## src/core/prot_pkg.sv

```systemverilog
package prot_pkg;
  // ****************************************
  // Timing
  // ****************************************
  localparam int CLK_PERIOD_NS = 40;
  localparam int CTRL_TICK_NS = 1000;
  localparam int TICK_CYCLES = (CTRL_TICK_NS + CLK_PERIOD_NS - 1) / CLK_PERIOD_NS;
  localparam longint SECOND_NS = 64'd1000000000;
  localparam int SECOND_CYCLES = int'(SECOND_NS / CLK_PERIOD_NS);
  // ****************************************
  // Settings and codes
  // ****************************************
  localparam int STALL_ACCEL_BIT = 0;
  localparam int STALL_CONST_BIT = 1;
  localparam int STALL_DECEL_BIT = 2;
  localparam logic [2:0] STALL_MASK_DEFAULT = 3'h3;
  localparam logic [7:0] STALL_LEVEL_MIN = 8'h1e;
  localparam logic [7:0] STALL_LEVEL_MAX = 8'h96;
  localparam logic [7:0] STALL_LEVEL_DEFAULT = 8'h96;
  localparam logic [7:0] PCT_FULL = 8'h64;
  localparam logic [15:0] DC_STALL_LEVEL = 16'h017c;
  localparam logic [4:0] OUT_SEL_IOL = 5'h06;
  localparam logic [4:0] OUT_SEL_STALL = 5'h07;
  localparam logic [4:0] OUT_SEL_LOSS = 5'h0b;
  localparam logic [4:0] OUT_SEL_FAULT = 5'h11;
  localparam logic [4:0] IN_SEL_EXT_NO = 5'h12;
  localparam logic [4:0] IN_SEL_EXT_NC = 5'h13;
  localparam logic [1:0] LOSS_CRIT_OFF = 2'h0;
  localparam logic [1:0] LOSS_CRIT_HALF = 2'h1;
  localparam logic [1:0] LOSS_CRIT_BELOW = 2'h2;
  localparam logic [1:0] LOSS_ACT_CONT = 2'h0;
  localparam logic [1:0] LOSS_ACT_FREE = 2'h1;
  localparam logic [1:0] LOSS_ACT_DECEL = 2'h2;
  localparam logic [6:0] LOSS_WAIT_MIN = 7'h01;
  localparam logic [6:0] LOSS_WAIT_MAX = 7'h78;
  localparam logic [6:0] LOSS_WAIT_DEFAULT = 7'h01;
  localparam logic [2:0] SRC_KEYPAD = 3'h0;
  localparam logic [2:0] SRC_VOLT = 3'h1;
  localparam logic [2:0] SRC_CUR = 3'h2;
  localparam logic [2:0] SRC_SUM = 3'h3;
  localparam logic [2:0] SRC_COMM = 3'h4;
  // ****************************************
  // Types
  // ****************************************
  typedef enum logic [1:0] {
    PHASE_STOP = 2'b00,
    PHASE_ACCEL = 2'b01,
    PHASE_CONST = 2'b10,
    PHASE_DECEL = 2'b11
  } ramp_phase_t;
  typedef enum logic [1:0] {
    LOSS_IDLE = 2'b00,
    LOSS_WAIT = 2'b01,
    LOSS_ACT = 2'b10
  } loss_state_t;
endpackage

```

## src/core/input_sync.sv

```systemverilog
`timescale 1ns/1ns
module input_sync #(
  parameter int W = 5
) (
  input wire logic ref_clk,
  input wire logic rst,
  input wire logic [W-1:0] async_in,
  output logic [W-1:0] sync_out
);
  logic [W-1:0] stage1;
  logic [W-1:0] next_stage1;
  logic [W-1:0] next_sync_out;

  always_comb begin
    next_stage1 = async_in;
    next_sync_out = stage1;
  end

  always_ff @(posedge ref_clk or posedge rst) begin
    if (rst) begin
      stage1 <= '0;
      sync_out <= '0;
    end else begin
      stage1 <= next_stage1;
      sync_out <= next_sync_out;
    end
  end
endmodule

```

## src/core/loss_timer.sv

```systemverilog
`timescale 1ns/1ns
module loss_timer #(
  parameter int SECOND_CYCLES = prot_pkg::SECOND_CYCLES
) (
  input wire logic ref_clk,
  input wire logic rst,
  input wire logic run,
  input wire logic [6:0] wait_secs,
  output logic expired
);
  localparam int PRE_W = $clog2(SECOND_CYCLES + 1);
  localparam logic [PRE_W-1:0] PRE_LAST = PRE_W'(SECOND_CYCLES - 1);
  logic [PRE_W-1:0] pre;
  logic [PRE_W-1:0] next_pre;
  logic [6:0] secs;
  logic [6:0] next_secs;
  logic next_expired;
  logic [6:0] limit;

  // ****************************************
  // Seconds count from onset of loss
  // ****************************************
  always_comb begin
    limit = wait_secs;
    if (limit < prot_pkg::LOSS_WAIT_MIN) begin
      limit = prot_pkg::LOSS_WAIT_MIN;
    end else if (limit > prot_pkg::LOSS_WAIT_MAX) begin
      limit = prot_pkg::LOSS_WAIT_MAX;
    end
    next_pre = pre;
    next_secs = secs;
    if (!run) begin
      next_pre = '0;
      next_secs = '0;
    end else if (!expired) begin
      if (pre == PRE_LAST) begin
        next_pre = '0;
        next_secs = secs + 7'h01;
      end else begin
        next_pre = pre + PRE_W'(1);
      end
    end
    next_expired = run && (next_secs >= limit);
  end

  always_ff @(posedge ref_clk or posedge rst) begin
    if (rst) begin
      pre <= '0;
      secs <= '0;
      expired <= 1'b0;
    end else begin
      pre <= next_pre;
      secs <= next_secs;
      expired <= next_expired;
    end
  end
endmodule

```

## src/core/drive_protection_supervisor.sv

```systemverilog
// Summary of operation
// - Accel stall enabled and current over level: hold frequency, stop accelerating.
// - Constant-speed stall enabled and current over level: lower output frequency.
// - Decel stall enabled and DC link above fixed level: pause deceleration.
// - Stall level is percent of motor rated current, range 30 to 150.
// - Mask bit 0 accel, bit 1 constant, bit 2 decel; default 3.
// - Output or relay selector code 7 shows stall prevention acting.
// - Held ramp simply lasts longer than the set ramp time.
// - Constant-speed reduction and recovery follow decel and accel rates.
// - Phase loss enable 1: any open output phase cuts the output.
// - Input selector code 18 is N.O. trip, 19 is N.C. trip.
// - N.O. trip input ON flags fault and cuts output.
// - N.C. trip input OFF flags fault and cuts output.
// - Current above inverter rated current activates overload prevention.
// - Selected output or relay alarms during inverter overload.
// - Loss criterion 0 disables; checked only for analog or comm sources.
// - Criterion 1: loss when input below half its minimum.
// - Criterion 2 with sum: loss when either input below its minimum.
// - After wait: action 0 continue, 1 free-run cut, 2 decel stop.
// - Wait time 1 to 120 seconds from onset of loss.
// - Output or relay selector code 11 shows command loss.
`timescale 1ns/1ns
module drive_protection_supervisor #(
  parameter int SECOND_CYCLES = prot_pkg::SECOND_CYCLES,
  parameter int TICK_CYCLES = prot_pkg::TICK_CYCLES
) (
  input wire logic ref_clk,
  input wire logic rst,
  input wire logic [1:0] ramp_phase,
  input wire logic [15:0] output_current,
  input wire logic [15:0] motor_rated_current,
  input wire logic [15:0] inverter_rated_current,
  input wire logic [15:0] dc_link_voltage,
  input wire logic [2:0] phase_open,
  input wire logic [2:0] stall_enable_mask,
  input wire logic [7:0] stall_current_level,
  input wire logic [15:0] accel_time,
  input wire logic [15:0] decel_time_setting,
  input wire logic phase_loss_enable,
  input wire logic [4:0] digital_input,
  input wire logic [24:0] input_function,
  input wire logic [4:0] output_terminal_function,
  input wire logic [4:0] relay_function,
  input wire logic [2:0] freq_source,
  input wire logic [1:0] analog_loss_criteria,
  input wire logic [1:0] loss_drive_action,
  input wire logic [6:0] loss_wait_time,
  input wire logic [11:0] voltage_analog_input,
  input wire logic [11:0] voltage_input_min,
  input wire logic [11:0] current_analog_input,
  input wire logic [11:0] current_input_min,
  input wire logic comm_ref_valid,
  input wire logic fault_reset,
  output logic hold_accel,
  output logic reduce_freq,
  output logic hold_decel,
  output logic stall_active,
  output logic [15:0] stall_freq_offset,
  output logic phase_loss_fault,
  output logic ext_trip_fault,
  output logic inverter_overload,
  output logic freq_cmd_lost,
  output logic hold_last_freq,
  output logic loss_decel_stop,
  output logic output_cut,
  output logic open_collector_output,
  output logic fault_relay_contact
);
  localparam int TICK_W = $clog2(TICK_CYCLES + 1);
  localparam logic [TICK_W-1:0] TICK_LAST = TICK_W'(TICK_CYCLES - 1);

  // True when meas exceeds pct percent of base
  function automatic logic pct_over(input logic [15:0] meas, input logic [15:0] base,
                                    input logic [7:0] pct);
    logic [23:0] lhs;
    logic [23:0] rhs;
    lhs = 24'(meas) * 24'(prot_pkg::PCT_FULL);
    rhs = 24'(base) * 24'(pct);
    return lhs > rhs;
  endfunction

  // Below minimum, or below half of it
  function automatic logic below_min(input logic [11:0] level, input logic [11:0] min,
                                     input logic half);
    if (half) begin
      return {level, 1'b0} < {1'b0, min};
    end
    return level < min;
  endfunction

  // Status carried by a multi-function output selector
  function automatic logic out_select(input logic [4:0] code, input logic iol,
                                      input logic stall, input logic lost,
                                      input logic trip);
    case (code)
      prot_pkg::OUT_SEL_IOL: return iol;
      prot_pkg::OUT_SEL_STALL: return stall;
      prot_pkg::OUT_SEL_LOSS: return lost;
      prot_pkg::OUT_SEL_FAULT: return trip;
      default: return 1'b0;
    endcase
  endfunction

  // ****************************************
  // Control tick and samples
  // ****************************************
  logic [TICK_W-1:0] tick_cnt;
  logic [TICK_W-1:0] next_tick_cnt;
  logic tick;
  logic [15:0] s_current;
  logic [15:0] s_dc;
  logic [2:0] s_open;
  logic [11:0] s_volt;
  logic [11:0] s_cur_in;
  logic s_comm;
  logic [15:0] next_s_current;
  logic [15:0] next_s_dc;
  logic [2:0] next_s_open;
  logic [11:0] next_s_volt;
  logic [11:0] next_s_cur_in;
  logic next_s_comm;
  logic [4:0] din;

  input_sync #(.W(5)) u_din_sync (
    .ref_clk(ref_clk),
    .rst(rst),
    .async_in(digital_input),
    .sync_out(din)
  );

  assign tick = (tick_cnt == TICK_LAST);

  always_comb begin
    next_tick_cnt = tick ? '0 : tick_cnt + TICK_W'(1);
    next_s_current = s_current;
    next_s_dc = s_dc;
    next_s_open = s_open;
    next_s_volt = s_volt;
    next_s_cur_in = s_cur_in;
    next_s_comm = s_comm;
    if (tick) begin
      next_s_current = output_current;
      next_s_dc = dc_link_voltage;
      next_s_open = phase_open;
      next_s_volt = voltage_analog_input;
      next_s_cur_in = current_analog_input;
      next_s_comm = comm_ref_valid;
    end
  end

  always_ff @(posedge ref_clk or posedge rst) begin
    if (rst) begin
      tick_cnt <= '0;
      s_current <= '0;
      s_dc <= '0;
      s_open <= '0;
      s_volt <= '0;
      s_cur_in <= '0;
      s_comm <= 1'b1;
    end else begin
      tick_cnt <= next_tick_cnt;
      s_current <= next_s_current;
      s_dc <= next_s_dc;
      s_open <= next_s_open;
      s_volt <= next_s_volt;
      s_cur_in <= next_s_cur_in;
      s_comm <= next_s_comm;
    end
  end

  // ****************************************
  // Comparisons
  // ****************************************
  logic [7:0] level;
  logic over_stall;
  logic over_dc;
  logic over_inv;
  logic ext_now;
  logic loss_now;
  logic half;

  always_comb begin
    level = stall_current_level;
    if (level < prot_pkg::STALL_LEVEL_MIN) begin
      level = prot_pkg::STALL_LEVEL_MIN;
    end else if (level > prot_pkg::STALL_LEVEL_MAX) begin
      level = prot_pkg::STALL_LEVEL_MAX;
    end
    over_stall = pct_over(s_current, motor_rated_current, level);
    over_dc = s_dc > prot_pkg::DC_STALL_LEVEL;
    over_inv = pct_over(s_current, inverter_rated_current, prot_pkg::PCT_FULL);
    ext_now = 1'b0;
    for (int k = 0; k < 5; k++) begin
      if (input_function[k*5 +: 5] == prot_pkg::IN_SEL_EXT_NO && din[k]) begin
        ext_now = 1'b1;
      end
      if (input_function[k*5 +: 5] == prot_pkg::IN_SEL_EXT_NC && !din[k]) begin
        ext_now = 1'b1;
      end
    end
    half = (analog_loss_criteria == prot_pkg::LOSS_CRIT_HALF);
    loss_now = 1'b0;
    if (analog_loss_criteria == prot_pkg::LOSS_CRIT_HALF ||
        analog_loss_criteria == prot_pkg::LOSS_CRIT_BELOW) begin
      case (freq_source)
        prot_pkg::SRC_VOLT: loss_now = below_min(s_volt, voltage_input_min, half);
        prot_pkg::SRC_CUR: loss_now = below_min(s_cur_in, current_input_min, half);
        prot_pkg::SRC_SUM: loss_now = below_min(s_volt, voltage_input_min, half) ||
                                      below_min(s_cur_in, current_input_min, half);
        prot_pkg::SRC_COMM: loss_now = !s_comm;
        default: loss_now = 1'b0;
      endcase
    end
  end

  // ****************************************
  // Stall prevention
  // ****************************************
  logic [15:0] step_cnt;
  logic [15:0] next_step_cnt;
  logic next_hold_accel;
  logic next_reduce_freq;
  logic next_hold_decel;
  logic [15:0] next_offset;

  always_comb begin
    next_hold_accel = stall_enable_mask[prot_pkg::STALL_ACCEL_BIT] &&
                      ramp_phase == prot_pkg::PHASE_ACCEL && over_stall;
    next_reduce_freq = stall_enable_mask[prot_pkg::STALL_CONST_BIT] &&
                       ramp_phase == prot_pkg::PHASE_CONST && over_stall;
    next_hold_decel = stall_enable_mask[prot_pkg::STALL_DECEL_BIT] &&
                      ramp_phase == prot_pkg::PHASE_DECEL && over_dc;
    next_step_cnt = step_cnt;
    next_offset = stall_freq_offset;
    if (tick) begin
      if (reduce_freq) begin
        if (step_cnt >= decel_time_setting) begin
          next_step_cnt = '0;
          next_offset = (stall_freq_offset == 16'hffff) ? stall_freq_offset
                                                        : stall_freq_offset + 16'h0001;
        end else begin
          next_step_cnt = step_cnt + 16'h0001;
        end
      end else if (stall_freq_offset != 16'h0000) begin
        if (step_cnt >= accel_time) begin
          next_step_cnt = '0;
          next_offset = stall_freq_offset - 16'h0001;
        end else begin
          next_step_cnt = step_cnt + 16'h0001;
        end
      end else begin
        next_step_cnt = '0;
      end
    end
  end

  always_ff @(posedge ref_clk or posedge rst) begin
    if (rst) begin
      hold_accel <= 1'b0;
      reduce_freq <= 1'b0;
      hold_decel <= 1'b0;
      step_cnt <= '0;
      stall_freq_offset <= '0;
    end else begin
      hold_accel <= next_hold_accel;
      reduce_freq <= next_reduce_freq;
      hold_decel <= next_hold_decel;
      step_cnt <= next_step_cnt;
      stall_freq_offset <= next_offset;
    end
  end

  assign stall_active = hold_accel || reduce_freq || hold_decel;

  // ****************************************
  // Trips and command loss
  // ****************************************
  prot_pkg::loss_state_t loss_state;
  prot_pkg::loss_state_t next_loss_state;
  logic loss_expired;
  logic next_phase_loss_fault;
  logic next_ext_trip_fault;
  logic next_inverter_overload;
  logic next_oc_out;
  logic next_relay_out;
  logic any_trip;

  loss_timer #(.SECOND_CYCLES(SECOND_CYCLES)) u_loss_timer (
    .ref_clk(ref_clk),
    .rst(rst),
    .run(loss_now),
    .wait_secs(loss_wait_time),
    .expired(loss_expired)
  );

  assign any_trip = phase_loss_fault || ext_trip_fault || inverter_overload;

  always_comb begin
    // Set wins over reset
    // Phase loss trip
    next_phase_loss_fault = (phase_loss_enable && (|s_open)) ||
                            (phase_loss_fault && !fault_reset);
    next_ext_trip_fault = ext_now || (ext_trip_fault && !fault_reset);
    next_inverter_overload = over_inv;
    next_loss_state = loss_state;
    case (loss_state)
      prot_pkg::LOSS_IDLE: if (loss_now) next_loss_state = prot_pkg::LOSS_WAIT;
      prot_pkg::LOSS_WAIT: begin
        if (!loss_now) begin
          next_loss_state = prot_pkg::LOSS_IDLE;
        end else if (loss_expired) begin
          next_loss_state = prot_pkg::LOSS_ACT;
        end
      end
      prot_pkg::LOSS_ACT: if (!loss_now) next_loss_state = prot_pkg::LOSS_IDLE;
      default: next_loss_state = prot_pkg::LOSS_IDLE;
    endcase
    next_oc_out = out_select(output_terminal_function, inverter_overload, stall_active,
                             freq_cmd_lost, any_trip);
    next_relay_out = out_select(relay_function, inverter_overload, stall_active,
                                freq_cmd_lost, any_trip);
  end

  always_ff @(posedge ref_clk or posedge rst) begin
    if (rst) begin
      phase_loss_fault <= 1'b0;
      ext_trip_fault <= 1'b0;
      inverter_overload <= 1'b0;
      loss_state <= prot_pkg::LOSS_IDLE;
      open_collector_output <= 1'b0;
      fault_relay_contact <= 1'b0;
    end else begin
      phase_loss_fault <= next_phase_loss_fault;
      ext_trip_fault <= next_ext_trip_fault;
      inverter_overload <= next_inverter_overload;
      loss_state <= next_loss_state;
      open_collector_output <= next_oc_out;
      fault_relay_contact <= next_relay_out;
    end
  end

  assign freq_cmd_lost = (loss_state == prot_pkg::LOSS_ACT);
  assign hold_last_freq = freq_cmd_lost && loss_drive_action == prot_pkg::LOSS_ACT_CONT;
  assign loss_decel_stop = freq_cmd_lost && loss_drive_action == prot_pkg::LOSS_ACT_DECEL;
  assign output_cut = phase_loss_fault || ext_trip_fault ||
                      (freq_cmd_lost && loss_drive_action == prot_pkg::LOSS_ACT_FREE);
endmodule

```

## config.mk

```make
export PLATFORM = sky130hd
export DESIGN_NAME = drive_protection_supervisor
export DESIGN_NICKNAME = d
export VERILOG_FILES = /design/src/core/prot_pkg.sv /design/src/core/input_sync.sv /design/src/core/loss_timer.sv /design/src/core/drive_protection_supervisor.sv
export SDC_FILE = /design/constraint.sdc
export NUM_CORES = 1
export LEC_CHECK = 0
export ABC_AREA = 1
export ABC_CLOCK_PERIOD_IN_PS = 9400
export BUFFER_PORTS_ARGS = -buffer_cell sky130_fd_sc_hd__buf_4
export CAP_MARGIN = 20
export CORE_MARGIN = 8
export CORE_UTILIZATION = 45
export CTS_CLUSTER_SIZE = 40
export DETAILED_ROUTE_END_ITERATION = 10
export GPL_ROUTABILITY_DRIVEN = 0
export HOLD_SLACK_MARGIN = 0.15
export PLACE_DENSITY = 0.74
export REMOVE_ABC_BUFFERS = 1
export SYNTH_ARGS = -nofsm -noshare
export SYNTH_HDL_FRONTEND = slang
export SYNTH_SLANG_ARGS = --single-unit
```

## constraint.sdc

```tcl
create_clock -name ref_clk -period 9.4 [get_ports ref_clk]
set_clock_uncertainty 0.1 [all_clocks]
set_input_delay 1.41 -clock ref_clk [delete_from_list [all_inputs] [get_ports ref_clk]]
set_output_delay 1.41 -clock ref_clk [all_outputs]
set_load 0.01 [all_outputs]
```

**Yosys cells after proc, flatten, opt, wreduce, memory -nomap -nowiden**

Index checks and enable logic that the tools add are counted.

- Flip-flop bits (word level): 150
- Bits of input ports: 219
- Output and inout port bits: 29
- Word-level logic and storage cells: 189

- Add/subtract/negate cells: 6
- $mul: 3
- $lt $le $gt $ge: 14
- Eq/ne operators: 40
- Muxes and demuxes: 56
- Reductions and logical operators: 47

Operators with widths:

| kind | count |
|---|---|
| two-way mux 16 bit | 9 |
| two-way mux 25 bit | 3 |
| equality test 5 bit (second input constant) | 13 |
| multiplier 16 x 5 -> 21 bit (second input constant) | 2 |
| two-way mux 7 bit | 5 |
| adder 16 x 1 -> 16 bit (second input constant) | 2 |
| >= comparator 16 bit | 2 |
| two-way mux 1 bit | 28 |
| < comparator 13 x 12 -> 1 bit | 2 |
| adder 25 x 1 -> 25 bit (second input constant) | 1 |
| equality test 25 bit (second input constant) | 1 |
| greater-than comparator 23 x 24 -> 1 bit | 1 |
| < comparator 12 bit | 2 |
| multiplier 16 x 8 -> 24 bit | 1 |
| greater-than comparator 23 bit | 1 |
| logical AND 1 bit | 23 |
| equality test 5 x 3 -> 1 bit (second input constant) | 4 |
| equality test 16 bit (second input constant) | 1 |
| greater-than comparator 16 x 9 -> 1 bit (second input constant) | 1 |
| two-way mux 8 bit | 2 |
| nonzero test 16 bit | 1 |
| subtractor 16 x 1 -> 16 bit (second input constant) | 1 |
| case mux 1 bit (4 select lines) | 3 |
| equality test 2 bit (second input constant) | 5 |
| other kinds (25) | 52 |

**Depth between registers and ports, before layout**

- Word-level depth: 13
- Mapped depth: 39
- Mapped depth without buffers: 38

**Cells and area by module**

A second synthesis with hierarchy kept.

- Cell total of the unflattened synthesis: 2539
- Area, all modules: 18398.9 µm²

By module, submodules not included:

| module | instances | cells each | area each (µm²) | seq. area each (µm²) |
|---|---|---|---|---|
| drive_protection_supervisor | 1 | 2192 | 15867.7 | 2678.8 |
| loss_timer | 1 | 336 | 2277.2 | 825.8 |
| input_sync | 1 | 11 | 254.0 | 250.2 |

**Least setup slack after synthesis**

No wires, ideal clock.

- Path type: input to register
- Start point: input port stall_current_level[7]
- End point: register hold_accel
- Library setup time: 0.116 ns
- Arrival: 6.700 ns
- Required time: 9.184 ns
- Setup slack: 2.484 ns
- Stages: 33
- Buffers on the path: 2
- Path through: buf_2 > inv_1 > a31oi_1 > inv_1 > a21oi_2 > buf_2 > nor2_1 > fa_1 > fa_1 > fa_1 > inv_1 > fa_1 > inv_1 > ha_1 > a21oi_1 > o21ai_0 > a21oi_1 > inv_1 > a21oi_1 > xor2_1 > ha_1 > nand2_1 > inv_1 > nand3_1 > nor2_1 > a21boi_0 > nand2_1 > nand2_1 > nand2_1 > nand2_1 > nand2_1 > nand3_1 > nor2_1

- Longest elaborated chain between the ends: 6
- Elaborated cells on any way between the ends: 7
- Classes of those cells: mul: 1; order compare: 3; mux: 2; reduce/logical: 1

RTL lines:

| element | line | text |
|---|---|---|
| start: declaration | drive_protection_supervisor.sv:36 | `input wire logic [7:0] stall_current_level,` |
| greater-than comparator 8 bit | drive_protection_supervisor.sv:186 | `end else if (level > prot_pkg::STALL_LEVEL_MAX) begin` |
| two-way mux 8 bit | drive_protection_supervisor.sv:186 |  |
| two-way mux 8 bit (*) | drive_protection_supervisor.sv:184 | `if (level < prot_pkg::STALL_LEVEL_MIN) begin` |
| multiplier 16 x 8 -> 24 bit (*) | drive_protection_supervisor.sv:78 | `rhs = 24'(base) * 24'(pct);` |
| greater-than comparator 23 x 24 -> 1 bit (*) | drive_protection_supervisor.sv:79 | `return lhs > rhs;` |
| logical AND 1 bit (*) | drive_protection_supervisor.sv:228 | `ramp_phase == prot_pkg::PHASE_ACCEL && over_stall;` |
| named net next_hold_accel | drive_protection_supervisor.sv:221 | `logic next_hold_accel;` |
| end signal: assignment | drive_protection_supervisor.sv:265 | `hold_accel <= next_hold_accel;` |
| end: declaration | drive_protection_supervisor.sv:54 | `output logic hold_accel,` |

The timed path passes the listed nets; every way through them passes the cells marked *.
A chain may end at the register's enable or synchronous reset.

**Worst setup path in the final report**

- Start point: input port stall_current_level[7]
- End point: register reduce_freq

- Longest elaborated chain between the ends: 6
- Elaborated cells on any way between the ends: 7
- Classes of those cells: mul: 1; order compare: 3; mux: 2; reduce/logical: 1

RTL lines:

| element | line | text |
|---|---|---|
| greater-than comparator 8 bit | drive_protection_supervisor.sv:186 |  |
| two-way mux 8 bit | drive_protection_supervisor.sv:186 |  |
| two-way mux 8 bit (*) | drive_protection_supervisor.sv:184 |  |
| multiplier 16 x 8 -> 24 bit (*) | drive_protection_supervisor.sv:78 |  |
| greater-than comparator 23 x 24 -> 1 bit (*) | drive_protection_supervisor.sv:79 |  |
| logical AND 1 bit (*) | drive_protection_supervisor.sv:230 | `ramp_phase == prot_pkg::PHASE_CONST && over_stall;` |
| named net next_reduce_freq | drive_protection_supervisor.sv:222 | `logic next_reduce_freq;` |
| end signal: assignment | drive_protection_supervisor.sv:266 | `reduce_freq <= next_reduce_freq;` |
| end: declaration | drive_protection_supervisor.sv:55 | `output logic reduce_freq,` |

Marks and branches as above.

==> run metrics <==
status=complete, no violations; antenna violations before repair=2; Pleak=11.7 nW; flop-to-flop setup slack=4790 ps; Worst Hold End=u_din_sync.sync_out[2]; Final #Nets=3,235; Yosys cell types=52; Async SR Flop Fraction=100%; CTS sink cnt=150; min-delay worst type=reg2reg; Mean Syn Cell Area=7.55 sq um; antenna viol nets, final=0; Max-Cap Viols=0; core area=0.0395 sq mm; DP HPWL=40.4 mm; WL final=48.2 mm; crit path capture type=flip-flop; top achievable clock speed=135 MHz; dpl ws=1600 ps; drt drc=0; largest net degree at the start of global routing=86; drt first-iter violations=1,107; met2 routed WL=24.0 mm; vias per std cell=5.18; postcts setup bufs=0; Slew headroom=26.1%; RSZ-0062 raised after global routing=false; hold depth=0; total track usage=20.5%; Initial Util=45.4%; peak supply drop=174 uV; worst r2r path cells=21; fin util=53.0%; Area growth syn-to-layout=16.8%; most frequent cells in the layout=nand2_1, inv_1, ha_1; PnR worst setup slack=1980 ps; Die W=216 microns; Post-Syn Area=0.0179 sq mm; R2R Path End=reduce_freq; Worst EP arrival=7630 ps; die area=0.0465 sq mm; TritonRoute pass-1 iters=6; WL met3=2.62 mm; leading cell type in the layout, fill and taps excluded=nand2_1; cell taking the most area after synthesis=dfrtp_1; M1 WL=20.4 mm; sequential element share of the synthesized area=20.9%; Cells after Synth=2,376; GRT overflow=0; # rows=73; WP data required=9610 ps; hold_sp=u_din_sync.next_sync_out[2]; post_cts resized=0; Hold Fails Final Rpt=0; Clock Path Buffers=2; vias in the first global route=17,057; Tcrit/Tclk final=79.0%; TNS Setup=0 ps; CTS tree=built; via count=16,351; pwr/cell area=192 mW/mm^2; register clock-pin slew on the reported worst setup and hold paths=60 ps; CTS root buf=clkbuf_16; Post-synth EDFFs=0; worst-path maximum fanout=17; clock buffer count from CTS=17; Die Ht=216 microns; layout cells sized above 1=12.0%; YS warnings=0; H-tree level count=4; post-synth top area share=20.8%; CP startpoint kind=input pin; reg2reg start=s_current[4]; # hold bufs at CTS=0; Post-synth top flop=dfrtp_1; Final Max Slew Viols=0; first-pass GRT wire length=80.3 mm; Max Used Layer=met5; min cycle time layout=7420 ps; critical path class=in2reg; pin slew with the least headroom to its limit=1080 ps; I/O Buffers=247; largest cells by area after synthesis=dfrtp_1, ha_1, fa_1; routed len/inst=15.3 microns; Final setup viols=0; Clk Latency, worst-skew pair=420 ps; flops & latches, synth=150; Ports=248
power breakdown:
part / total [mW] / switching, mW / internal [mW]
registers: 0.716 / 0.0387 / 0.677
clock network: 0.694 / 0.292 / 0.403
logic: 2.61 / 1.56 / 1.05
total: 4.02 / 1.89 / 2.13
cell usage after synthesis, types with 4 or more instances:
| master | number |
|---|---|
| clkbuf_1 | 13 |
| nand2_1 | 487 |
| nor2_1 | 208 |
| a211oi_1 | 5 |
| nor3_1 | 40 |
| o21ai_0 | 88 |
| a21oi_1 | 140 |
| nand3b_1 | 10 |
| xor2_1 | 61 |
| nand2_2 | 7 |
| ha_1 | 294 |
| a21o_1 | 5 |
| xnor2_1 | 35 |
| a21boi_0 | 4 |
| buf_1 | 4 |
| a31oi_1 | 7 |
| nor4_1 | 15 |
| o31ai_1 | 7 |
| fa_1 | 107 |
| nor3_2 | 5 |
| o21a_1 | 4 |
| nor2_2 | 4 |
| o21bai_1 | 8 |
| inv_1 | 481 |
| nand4_1 | 39 |
| buf_2 | 16 |
| nand3_1 | 95 |
| dfrtp_1 | 149 |
how the worst max path moves through the flow:
stage	from	cells past startpoint	end
final	stall_current_level[7]	25	reduce_freq
after global routing	stall_current_level[7]	34	reduce_freq
after CTS	stall_current_level[7]	25	reduce_freq
after detailed placement	stall_current_level[7]	25	reduce_freq
after global placement	stall_current_level[7]	34	reduce_freq
after floorplan	stall_current_level[6]	30	hold_accel
sequential cells by signal (all words and copies together) (netlist names), 2 cells and up:
signal / cells
u_loss_timer.pre: 25
stall_freq_offset: 16
u_loss_timer.secs: 7
tick_cnt: 5
s_cur_in: 12
s_current: 16
u_din_sync.next_sync_out: 5
step_cnt: 16
s_volt: 12
loss_state: 2
u_din_sync.sync_out: 5
s_dc: 16
s_open: 3
kinds of logic (layout without fill, tap and decap cells):
family                     Yosys count  in the layout  synth area share (%)
xor gates and xnor gates            96             96                  4.69
and+or+nand+nor                    927            927                  22.3
DFF                                150            150                  20.9
buffers and inverters              517            769                  10.9
AOI/OAI and AO/OA                  285            285                  8.70
other                                0              1                     0
adders and majority gates          401            401                  32.4
per-layer routing:
| metal | up-vias | track usage, % |
|---|---|---|
| met5 | - | 0 |
| met4 | 2 | 6.31 |
| met3 | 91 | 3.24 |
| met2 | 462 | 36.8 |
| met1 | 7745 | 24.8 |
| li1 | 8051 | - |
worst max-delay path, cell delays in order:
cell,delay (ps)
buf_4,180
inv_1,80
a31oi_1,330
inv_1,160
a21oi_2,630
nor2_1,140
fa_1,560
fa_1,440
fa_1,550
inv_1,60
fa_1,550
inv_1,50
ha_1,340
nand2_1,100
o21ai_0,290
a21oi_1,140
o21ai_0,350
a21oi_1,130
xor2_1,160
ha_1,280
inv_1,50
nor4_1,290
nand4_1,130
nand3_1,150
nor2_1,50
per-stage QoR:
stage          instance area [sq um]  total power, mW  hold slack [ps]  instances
5_1_grt                        20900             4.43              255       3153
6_report                       20900             4.02              248       3154
3_3_place_gp                   20400             3.19              232       3121
4_1_cts                        20900             4.03              250       3153
2_1_floorplan                  17800             2.65              231       2343
3_5_place_dp                   20400             3.32              235       3121
area by class of cell:
class	count	area, sq um
sequential	150	3750
fill	3692	18600
antenna	1	2.50
clock buffer	20	447
clock inverter	12	143
tap	525	657
multi-input combinational	1709	12200
inverter	484	1820
timing repair buffer	253	1900
Note: power is estimated with default switching activity, not from simulation.
